File: src/pcsp_pkg.sv
`default_nettype none

package pcsp_pkg;

  // Serial word widths, parallel sample width and bit counter width
  localparam int LINEAR_BITS = 15;
  localparam int COMPAND_BITS = 8;
  localparam int SAMPLE_W = 16;
  localparam int CNT_W = 5;

  // Clock and timing figures
  localparam int REF_CLK_HZ = 100_000_000;
  localparam int RESET_MIN_NS = 500;
  localparam int RESET_MIN_CYCLES = (RESET_MIN_NS * (REF_CLK_HZ / 1_000_000)
                                     + 999) / 1000;
  localparam int BIT_CLK_FAST_HZ = 2_048_000;
  localparam int BIT_CLK_SLOW_HZ = 128_000;
  localparam int FRAME_HZ = 8_000;

  // Cycles after reset release before the power select is trusted
  localparam logic [1:0] INIT_WAIT = 2'h3;

  // Companding constants
  localparam logic [15:0] MU_BIAS_ENC = 16'h0021;
  localparam logic [15:0] MU_CLIP = 16'h1fff;
  localparam logic [15:0] MU_BIAS_DEC = 16'h0084;
  localparam logic [15:0] A_CLIP = 16'h0fff;
  localparam logic [15:0] A_SEG0_ROUND = 16'h0008;
  localparam logic [15:0] A_SEG_BIAS = 16'h0108;
  localparam logic [7:0] A_TOGGLE = 8'h55;

  typedef struct packed {
    logic power_down;
    logic companded;
    logic a_law;
  } pcsp_cfg_t;

  // Defaults: linear words, mu-law when companding is selected
  localparam logic CFG_COMPANDED_RST = 1'b0;
  localparam logic CFG_A_LAW_RST = 1'b0;

endpackage : pcsp_pkg

`default_nettype wire

File: src/pcsp_serial_port.sv
// Summary of operation
// Linear 15-bit or 8-bit companded words, mu-law or A-law.
// Bit clock is 128 kHz or 2.048 MHz from the master.
// Power select low powers down on reset, high powers up.
// Master holds reset low at least 500 ns.
// Reset loads defaults that allow operation with no programming.
// Codec is slave; master drives bit clock and 8 kHz frame sync.
// Words are left-justified in both directions.
// Captured samples go out serially; playback samples come in serially.
// Control writes replace the reset defaults.
// One sample each way per frame sync period.
// MSB first from the edge after frame sync; master samples opposite edge.
`timescale 1ns/1ps
`default_nettype none

module pcsp_serial_port (
  input wire logic REF_CLK_IN,
  input wire logic RST_N_IN,
  input wire logic POWER_UP_SELECT_IN,
  input wire logic BIT_CLK_IN,
  input wire logic FRAME_SYNC_IN,
  input wire logic SERIAL_DATA_IN,
  output logic SERIAL_DATA_OUT,
  input wire logic [15:0] ADC_SAMPLE_IN,
  output logic ADC_TAKEN_OUT,
  output logic [15:0] DAC_SAMPLE_OUT,
  output logic DAC_VALID_OUT,
  input wire logic CFG_WR_IN,
  input wire pcsp_pkg::pcsp_cfg_t CFG_IN,
  output logic POWERED_DOWN_OUT
);

  typedef struct packed {
    logic [1:0] bclk_s;
    logic bclk_d;
    logic [1:0] fs_s;
    logic fs_d;
    logic [1:0] din_s;
    logic [1:0] sel_s;
    logic [1:0] init_cnt;
    pcsp_pkg::pcsp_cfg_t cfg;
    logic [15:0] tx_sh;
    logic [4:0] tx_cnt;
    logic [15:0] rx_sh;
    logic [4:0] rx_cnt;
    logic rx_active;
    logic dout;
    logic adc_taken;
    logic [15:0] dac_sample;
    logic dac_valid;
  } pcsp_state_t;

  pcsp_state_t st_r;
  pcsp_state_t st_nxt;

  function automatic logic [7:0] pcsp_mu_enc(input logic [15:0] x);
    logic [15:0] mag;
    logic [12:0] v;
    logic [2:0] seg;
    logic [3:0] mant;
    mag = x[15] ? 16'(-x) : x;
    mag = (mag >> 2) + pcsp_pkg::MU_BIAS_ENC;
    if (mag > pcsp_pkg::MU_CLIP) begin
      mag = pcsp_pkg::MU_CLIP;
    end
    v = mag[12:0];
    seg = 3'h0;
    for (int i = 6; i <= 12; i++) begin
      if (v[i]) begin
        seg = 3'(i - 5);
      end
    end
    mant = 4'(v >> ({1'b0, seg} + 4'h1));
    return {~x[15], ~seg, ~mant};
  endfunction : pcsp_mu_enc

  function automatic logic [7:0] pcsp_a_enc(input logic [15:0] x);
    logic [15:0] mag;
    logic [11:0] v;
    logic [2:0] seg;
    logic [3:0] mant;
    mag = x[15] ? 16'(-x) : x;
    mag = mag >> 3;
    if (mag > pcsp_pkg::A_CLIP) begin
      mag = pcsp_pkg::A_CLIP;
    end
    v = mag[11:0];
    seg = 3'h0;
    for (int i = 5; i <= 11; i++) begin
      if (v[i]) begin
        seg = 3'(i - 4);
      end
    end
    mant = (seg == 3'h0) ? v[4:1] : 4'(v >> seg);
    return {~x[15], seg, mant} ^ pcsp_pkg::A_TOGGLE;
  endfunction : pcsp_a_enc

  function automatic logic [15:0] pcsp_mu_dec(input logic [7:0] code);
    logic [7:0] u;
    logic [15:0] t;
    u = ~code;
    t = ({9'h000, u[3:0], 3'h0} + pcsp_pkg::MU_BIAS_DEC) << u[6:4];
    return u[7] ? 16'(pcsp_pkg::MU_BIAS_DEC - t)
                : 16'(t - pcsp_pkg::MU_BIAS_DEC);
  endfunction : pcsp_mu_dec

  function automatic logic [15:0] pcsp_a_dec(input logic [7:0] code);
    logic [7:0] a;
    logic [15:0] t;
    a = code ^ pcsp_pkg::A_TOGGLE;
    t = {8'h00, a[3:0], 4'h0};
    if (a[6:4] == 3'h0) begin
      t = t + pcsp_pkg::A_SEG0_ROUND;
    end else begin
      t = (t + pcsp_pkg::A_SEG_BIAS) << (a[6:4] - 3'h1);
    end
    return a[7] ? t : 16'(-t);
  endfunction : pcsp_a_dec

  logic bclk_rise;
  logic bclk_fall;
  logic frame_start;
  logic [4:0] word_len;

  always_comb begin
    st_nxt = st_r;
    st_nxt.adc_taken = 1'b0;
    st_nxt.dac_valid = 1'b0;
    // Bit clock is oversampled; the first flop feeds only the second
    st_nxt.bclk_s = {st_r.bclk_s[0], BIT_CLK_IN};
    st_nxt.bclk_d = st_r.bclk_s[1];
    st_nxt.fs_s = {st_r.fs_s[0], FRAME_SYNC_IN};
    st_nxt.din_s = {st_r.din_s[0], SERIAL_DATA_IN};
    // Select pin is a board level, so it gets the same two-flop guard
    st_nxt.sel_s = {st_r.sel_s[0], POWER_UP_SELECT_IN};
    bclk_rise = st_r.bclk_s[1] & ~st_r.bclk_d;
    bclk_fall = ~st_r.bclk_s[1] & st_r.bclk_d;
    // Frame begins at the first rising edge that sees sync high
    frame_start = bclk_rise & st_r.fs_s[1] & ~st_r.fs_d;
    word_len = st_r.cfg.companded ? 5'(pcsp_pkg::COMPAND_BITS)
                                  : 5'(pcsp_pkg::LINEAR_BITS);
    if (bclk_rise) begin
      st_nxt.fs_d = st_r.fs_s[1];
    end
    // Power state is taken from the select pin once, after the sync chain has settled
    if (st_r.init_cnt != 2'h0) begin
      st_nxt.init_cnt = st_r.init_cnt - 2'h1;
      if (st_r.init_cnt == 2'h1) begin
        st_nxt.cfg.power_down = ~st_r.sel_s[1];
      end
    end else if (CFG_WR_IN) begin
      st_nxt.cfg = CFG_IN;
    end
    if (st_r.cfg.power_down || st_r.init_cnt != 2'h0) begin
      st_nxt.dout = 1'b0;
      st_nxt.tx_cnt = 5'h00;
      st_nxt.rx_active = 1'b0;
    end else begin
      if (frame_start) begin
        // Word is left-justified; the sample is held for the whole frame
        if (st_r.cfg.companded) begin
          st_nxt.tx_sh = {(st_r.cfg.a_law ? pcsp_a_enc(ADC_SAMPLE_IN)
                                          : pcsp_mu_enc(ADC_SAMPLE_IN)),
                          8'h00};
        end else begin
          st_nxt.tx_sh = ADC_SAMPLE_IN;
        end
        st_nxt.tx_cnt = word_len;
        st_nxt.adc_taken = 1'b1;
        st_nxt.dout = 1'b0;
        st_nxt.rx_cnt = 5'h00;
        st_nxt.rx_active = 1'b1;
      end
      // MSB leaves on the rising edge after the frame edge
      if (bclk_rise && !frame_start) begin
        if (st_r.tx_cnt != 5'h00) begin
          st_nxt.dout = st_r.tx_sh[15];
          st_nxt.tx_sh = {st_r.tx_sh[14:0], 1'b0};
          st_nxt.tx_cnt = st_r.tx_cnt - 5'h01;
        end else begin
          st_nxt.dout = 1'b0;
        end
      end
      // Playback bits are taken on falling edges, opposite the drive edge
      if (bclk_fall && st_r.rx_active && st_r.tx_cnt != word_len) begin
        st_nxt.rx_sh = {st_r.rx_sh[14:0], st_r.din_s[1]};
        st_nxt.rx_cnt = st_r.rx_cnt + 5'h01;
        if (st_r.rx_cnt + 5'h01 == word_len) begin
          st_nxt.rx_active = 1'b0;
          st_nxt.dac_valid = 1'b1;
          if (st_r.cfg.companded) begin
            st_nxt.dac_sample = st_r.cfg.a_law
                ? pcsp_a_dec({st_r.rx_sh[6:0], st_r.din_s[1]})
                : pcsp_mu_dec({st_r.rx_sh[6:0], st_r.din_s[1]});
          end else begin
            st_nxt.dac_sample = {st_r.rx_sh[13:0], st_r.din_s[1],
                                 1'b0};
          end
        end
      end
    end
  end

  always_ff @(posedge REF_CLK_IN) begin
    if (!RST_N_IN) begin
      // Defaults let the port run with no programming when the select pin is high
      st_r <= '0;
      st_r.init_cnt <= pcsp_pkg::INIT_WAIT;
      st_r.cfg.power_down <= 1'b1;
      st_r.cfg.companded <= pcsp_pkg::CFG_COMPANDED_RST;
      st_r.cfg.a_law <= pcsp_pkg::CFG_A_LAW_RST;
    end else begin
      st_r <= st_nxt;
    end
  end

  assign SERIAL_DATA_OUT = st_r.dout;
  assign ADC_TAKEN_OUT = st_r.adc_taken;
  assign DAC_SAMPLE_OUT = st_r.dac_sample;
  assign DAC_VALID_OUT = st_r.dac_valid;
  assign POWERED_DOWN_OUT = st_r.cfg.power_down;

endmodule : pcsp_serial_port

`default_nettype wire

File: config.mk
export PLATFORM = sky130hd
export DESIGN_NAME = pcsp_serial_port
export DESIGN_NICKNAME = d
export VERILOG_FILES = /design/src/pcsp_pkg.sv /design/src/pcsp_serial_port.sv
export SDC_FILE = /design/constraint.sdc
export NUM_CORES = 1
export LEC_CHECK = 0
export BUFFER_PORTS_ARGS = -buffer_cell sky130_fd_sc_hd__buf_4
export CAP_MARGIN = 15
export CORE_MARGIN = 2
export CORE_UTILIZATION = 40
export DETAILED_ROUTE_END_ITERATION = 12
export HOLD_SLACK_MARGIN = 0.1
export PLACE_DENSITY = 0.66
export SYNTH_ARGS = -nofsm -noshare
export SYNTH_HDL_FRONTEND = slang
export SYNTH_SLANG_ARGS = --single-unit
File: constraint.sdc
create_clock -name REF_CLK_IN -period 6.2 [get_ports REF_CLK_IN]
set_input_delay 0.93 -clock REF_CLK_IN [delete_from_list [all_inputs] [get_ports REF_CLK_IN]]
set_output_delay 0.93 -clock REF_CLK_IN [all_outputs]
set_load 0.01 [all_outputs]
==> run_summary.xml <==
<?xml version="1.0" encoding="UTF-8"?>
<metrics>
  <group name="worst_setup_path">
    <metric name="slowest_stage" unit="">sky130_fd_sc_hd__or3_4</metric>
    <metric name="required_time_reported_for_the_critical_path_endpoint" unit="ps">6410</metric>
    <metric name="crit_path_end_kind" unit="">flip-flop</metric>
    <metric name="crit_fanout" unit="">13</metric>
    <metric name="rr_worst_depth" unit="">12</metric>
    <metric name="cp_data_arrival_time" unit="ps">4700</metric>
    <metric name="critPathMaxStageDelay" unit="ps">490</metric>
    <metric name="criticalPathCategory" unit="">input pin to flip-flop</metric>
    <metric name="crit_path_start" unit="">ADC_SAMPLE_IN[2]</metric>
    <metric name="start_kind" unit="">input pin</metric>
    <metric name="critical_path.cell_chain" unit="">buf_4 -&gt; or3_4 -&gt; nand2_1 -&gt; xnor2_1 -&gt; ha_1 -&gt; o21ai_1 -&gt; a21oi_2 -&gt; a21oi_1 -&gt; o211a_1 -&gt; a211oi_4 -&gt; mux2i_1 -&gt; o22ai_1 -&gt; a2111oi_2 -&gt; nor3_1</metric>
    <metric name="critical_path.reg2reg.startpoint" unit="">st_r[29]</metric>
  </group>
  <group name="floorplan">
    <metric name="initial_utilization" unit="%">40.55</metric>
    <metric name="dieWidth" unit="um">136.0</metric>
    <metric name="rows" unit="">48</metric>
    <metric name="die_area" unit="um^2">18490</metric>
    <metric name="chipHeight" unit="um">136.0</metric>
    <metric name="floorplan.core_area" unit="um^2">17180</metric>
    <metric name="num_io_pins" unit="">46</metric>
  </group>
  <group name="global_routing">
    <metric name="grt_start_max_net_pins" unit="">41</metric>
    <metric name="grt_pass1_wl" unit="mm">32.20</metric>
    <metric name="grt_overall_usage" unit="%">21.44</metric>
    <metric name="via_count_of_the_first_global_routing_pass" unit="">6322</metric>
    <metric name="global_route.overflow_total" unit="">0</metric>
    <metric name="initial_antenna_violation_count" unit="">0</metric>
  </group>
  <group name="yosys">
    <metric name="ys.warnings.count" unit="">0</metric>
    <metric name="avg_synthesized_cell_area" unit="um^2">7.309</metric>
    <metric name="synthesis.nets" unit="">993</metric>
    <metric name="synth.yosys.seq_area_share" unit="%">21.27</metric>
    <metric name="synth.distinct_cells" unit="">95</metric>
    <metric name="ys_async_sr_fraction" unit="%">0</metric>
    <metric name="synth.ff_latch_count" unit="">74</metric>
    <metric name="synthCells" unit="">953</metric>
    <metric name="mappedNetlistArea" unit="um^2">6965</metric>
    <metric name="synth-edff-count" unit="">0</metric>
    <metric name="synth_top_flop_cell" unit="">sky130_fd_sc_hd__dfxtp_1</metric>
  </group>
  <group name="final_layout">
    <metric name="antenna-diode-count" unit="">0</metric>
    <metric name="nNetsFinal" unit="">967</metric>
    <metric name="layout.cells.most_common_list" unit="">sky130_fd_sc_hd__nand2_1 (126), sky130_fd_sc_hd__a21oi_1 (86), sky130_fd_sc_hd__dfxtp_1 (74)</metric>
    <metric name="finalNonFillerCells" unit="">1157</metric>
    <metric name="postLayoutCellArea" unit="um^2">7542</metric>
    <metric name="layout-area-overhead-vs-synth" unit="%">8.281</metric>
    <metric name="most_frequent_standard_cell_in_the_layout_excluding_fill_and_tap_cells" unit="">sky130_fd_sc_hd__nand2_1</metric>
    <metric name="layout-drive-gt1-share" unit="%">12.45</metric>
  </group>
  <group name="clock_network">
    <metric name="numCtsBuffers" unit="">9</metric>
    <metric name="cts_setup_buffers" unit="">0</metric>
    <metric name="clock_network_latency_to_the_later_pin_of_the_worst_skew_pair" unit="ps">340</metric>
    <metric name="cts.sinks" unit="">74</metric>
    <metric name="max_clock_buf_depth" unit="">2</metric>
    <metric name="clock_tree.root_cell" unit="">sky130_fd_sc_hd__clkbuf_16</metric>
    <metric name="tritoncts_clock_tree" unit="">yes</metric>
    <metric name="ctsHtreeMaxLevel" unit="">3</metric>
    <metric name="post_cts_hold_buffer_count" unit="">0</metric>
    <metric name="cts_resized" unit="">0</metric>
    <metric name="cts.reportedPaths.clkPinSlew" unit="ps">60</metric>
  </group>
  <group name="timing">
    <metric name="fin_worst_hold_slack" unit="ps">431.4</metric>
    <metric name="timing.clock.skew" unit="ps">6.427</metric>
    <metric name="slew_violations" unit="">0</metric>
    <metric name="period_minus_slack" unit="ps">4484</metric>
    <metric name="final_setup_violations" unit="">0</metric>
    <metric name="max_freq" unit="GHz">0.2230</metric>
    <metric name="final-hold-violation-count" unit="">0</metric>
    <metric name="max_slew_margin" unit="%">33.39</metric>
    <metric name="worstMarginPinSlew" unit="ps">991.5</metric>
    <metric name="tns" unit="ps">0</metric>
    <metric name="post-route-period-util" unit="%">72.33</metric>
    <metric name="rsz_0062_raised_after_global_routing" unit="">false</metric>
  </group>
  <group name="power_and_ir_drop">
    <metric name="static_leakage" unit="nW">2.633</metric>
    <metric name="combinationalPowerShare" unit="%">20.4</metric>
    <metric name="p_switching" unit="W">0.0003916</metric>
    <metric name="power_density" unit="nW/um^2">176.8</metric>
    <metric name="p_sw_share" unit="%">29.37</metric>
    <metric name="vdd.ir_drop.worst" unit="uV">159.7</metric>
    <metric name="share_clk_of_total_power" unit="%">42.9</metric>
    <metric name="internal-power" unit="W">0.0009416</metric>
    <metric name="p_seq_share" unit="%">36.7</metric>
  </group>
  <group name="worst_hold_path">
    <metric name="worstHoldPathCells" unit="">1</metric>
    <metric name="hp-start" unit="">st_nxt[70]</metric>
    <metric name="worstHoldPathType" unit="">flip-flop to flip-flop</metric>
  </group>
  <group name="route">
    <metric name="drtIter0Drc" unit="">640</metric>
    <metric name="remaining_antenna_violation_count_after_routing" unit="">0</metric>
    <metric name="detail_route.vias_per_cell" unit="">5.997</metric>
    <metric name="route.final.wire_length" unit="mm">19.58</metric>
    <metric name="detail_routed_net_length_per_standard_cell" unit="um">16.93</metric>
    <metric name="firstDrtPassIters" unit="">6</metric>
    <metric name="drc" unit="">0</metric>
    <metric name="vias" unit="">6939</metric>
  </group>
  <group name="run_status">
    <metric name="status" unit="">complete, no violations</metric>
  </group>
  <group name="placement">
    <metric name="placed_cells_incl_taps" unit="">1140</metric>
    <metric name="placement.cell_area" unit="um^2">7208</metric>
    <metric name="gp_routability_congestion" unit="">0.9100</metric>
    <metric name="detailedPlacementHpwl" unit="mm">13.78</metric>
    <metric name="numPortBuffers" unit="">44</metric>
  </group>
  <group name="job">
    <metric name="drv.max_cap_violation_count" unit="">0</metric>
  </group>
</metrics>
cell type report:
class	instances	area, um^2
multi-input cells	762	4957
well taps	225	281.5
fillers	1778	9634
clock buffers	9	225.2
clock inverters	7	101.3
flip-flops and latches	74	1481
inverters	28	105.1
repair buffers	52	390.4
metal layers:
layer  track usage, %  part of all wire [%]  vias to the layer above
met3            2.685                   6.3                       37
li1                 -                     -                     3406
met4            7.813                   2.1                        0
met2            33.00                    45                      267
met5                0                     0                        -
met1            30.61                    47                     3229
cell usage after synthesis, types with 4 or more instances:
library cell	number	share of area (%)
sky130_fd_sc_hd__nand3_1	18	1.3
sky130_fd_sc_hd__a211oi_1	14	1.5
sky130_fd_sc_hd__o22ai_1	8	0.72
sky130_fd_sc_hd__buf_1	6	0.32
sky130_fd_sc_hd__or2_2	5	0.45
sky130_fd_sc_hd__buf_4	17	1.8
sky130_fd_sc_hd__o221ai_1	6	0.75
sky130_fd_sc_hd__nand3b_1	6	0.65
sky130_fd_sc_hd__ha_1	14	2.5
sky130_fd_sc_hd__and3_1	5	0.45
sky130_fd_sc_hd__dfxtp_1	74	21
sky130_fd_sc_hd__o211ai_1	16	1.7
sky130_fd_sc_hd__nor2b_1	11	0.99
sky130_fd_sc_hd__clkbuf_1	57	3.1
sky130_fd_sc_hd__nand4_1	6	0.54
sky130_fd_sc_hd__a311oi_1	6	0.75
sky130_fd_sc_hd__o21ai_1	5	0.36
sky130_fd_sc_hd__a21oi_1	86	6.2
sky130_fd_sc_hd__or3_1	6	0.54
sky130_fd_sc_hd__buf_2	6	0.43
sky130_fd_sc_hd__nor3b_1	8	0.86
sky130_fd_sc_hd__nor4_1	7	0.63
sky130_fd_sc_hd__xor2_1	16	2.0
sky130_fd_sc_hd__mux2_2	5	0.81
sky130_fd_sc_hd__nor3_1	29	2.1
sky130_fd_sc_hd__nand2_1	126	6.8
sky130_fd_sc_hd__nor2_1	73	3.9
sky130_fd_sc_hd__a221oi_1	6	0.75
sky130_fd_sc_hd__o31ai_1	6	0.65
sky130_fd_sc_hd__o21ai_0	54	3.9
sky130_fd_sc_hd__and2_1	15	1.3
sky130_fd_sc_hd__xnor2_1	42	5.3
sky130_fd_sc_hd__nand2b_1	11	0.99
sky130_fd_sc_hd__a21o_1	7	0.75
sky130_fd_sc_hd__mux2i_1	26	3.7
sky130_fd_sc_hd__a211o_1	4	0.50
sky130_fd_sc_hd__inv_1	26	1.4
sky130_fd_sc_hd__a22oi_1	13	1.4
sky130_fd_sc_hd__a31oi_1	17	1.5
worst max-delay path, delay by kind of cell:
| family | cells | cell delay, ps |
|---|---|---|
| buf+inv | 1 | 140 |
| simple gates | 3 | 700 |
| xor+xnor | 1 | 180 |
| fa+ha+maj | 1 | 430 |
| compound gates | 7 | 2000 |
| mux | 1 | 300 |
power groups by stage:
stage	combinational, W	sequential (W)	clock [W]
finish	0.000272	0.000490	0.000572
global route	0.000295	0.000490	0.000601
CTS	0.000267	0.000490	0.000582
detailed placement	0.000265	0.000500	0
global placement	0.000265	0.000500	0
floorplan	0.000203	0.000498	0
final timing paths:
check	to	slack [ps]
max reg2reg	DAC_SAMPLE_OUT[14]	1970
min	st_r[70]	430
min reg2reg	st_r[70]	430
max	st_r[56]	1720
flip-flops by register name (all words and copies together), names as in the netlist:
signal	cells
DAC_VALID_OUT	1
POWERED_DOWN_OUT	1
st_r	50
SERIAL_DATA_OUT	1
DAC_SAMPLE_OUT	15
st_nxt	5
ADC_TAKEN_OUT	1
cell families after synthesis:
kind of cell	Yosys count	share of synthesized area (%)
buffers and inverters	117	7.652
DFF	74	21.27
AOI/OAI and AO/OA	299	29.35
adders and majority gates	14	2.515
and+or+nand+nor	352	25.60
other	1	0.05384
muxes	35	5.568
xor gates and xnor gates	61	7.993
per-stage QoR:
| stage | util, % | setup slack [ps] | total power, W |
|---|---|---|---|
| after floorplan | - | 1241 | 0.0007007 |
| after global placement | 41.97 | 1523 | 0.0007656 |
| after detailed placement | 41.97 | 1408 | 0.0007652 |
| after CTS | 43.87 | 1747 | 0.001339 |
| after global routing | 43.91 | 1440 | 0.001387 |
| final | 43.91 | 1716 | 0.001333 |
No activity file was read; power rests on OpenSTA's default activity.
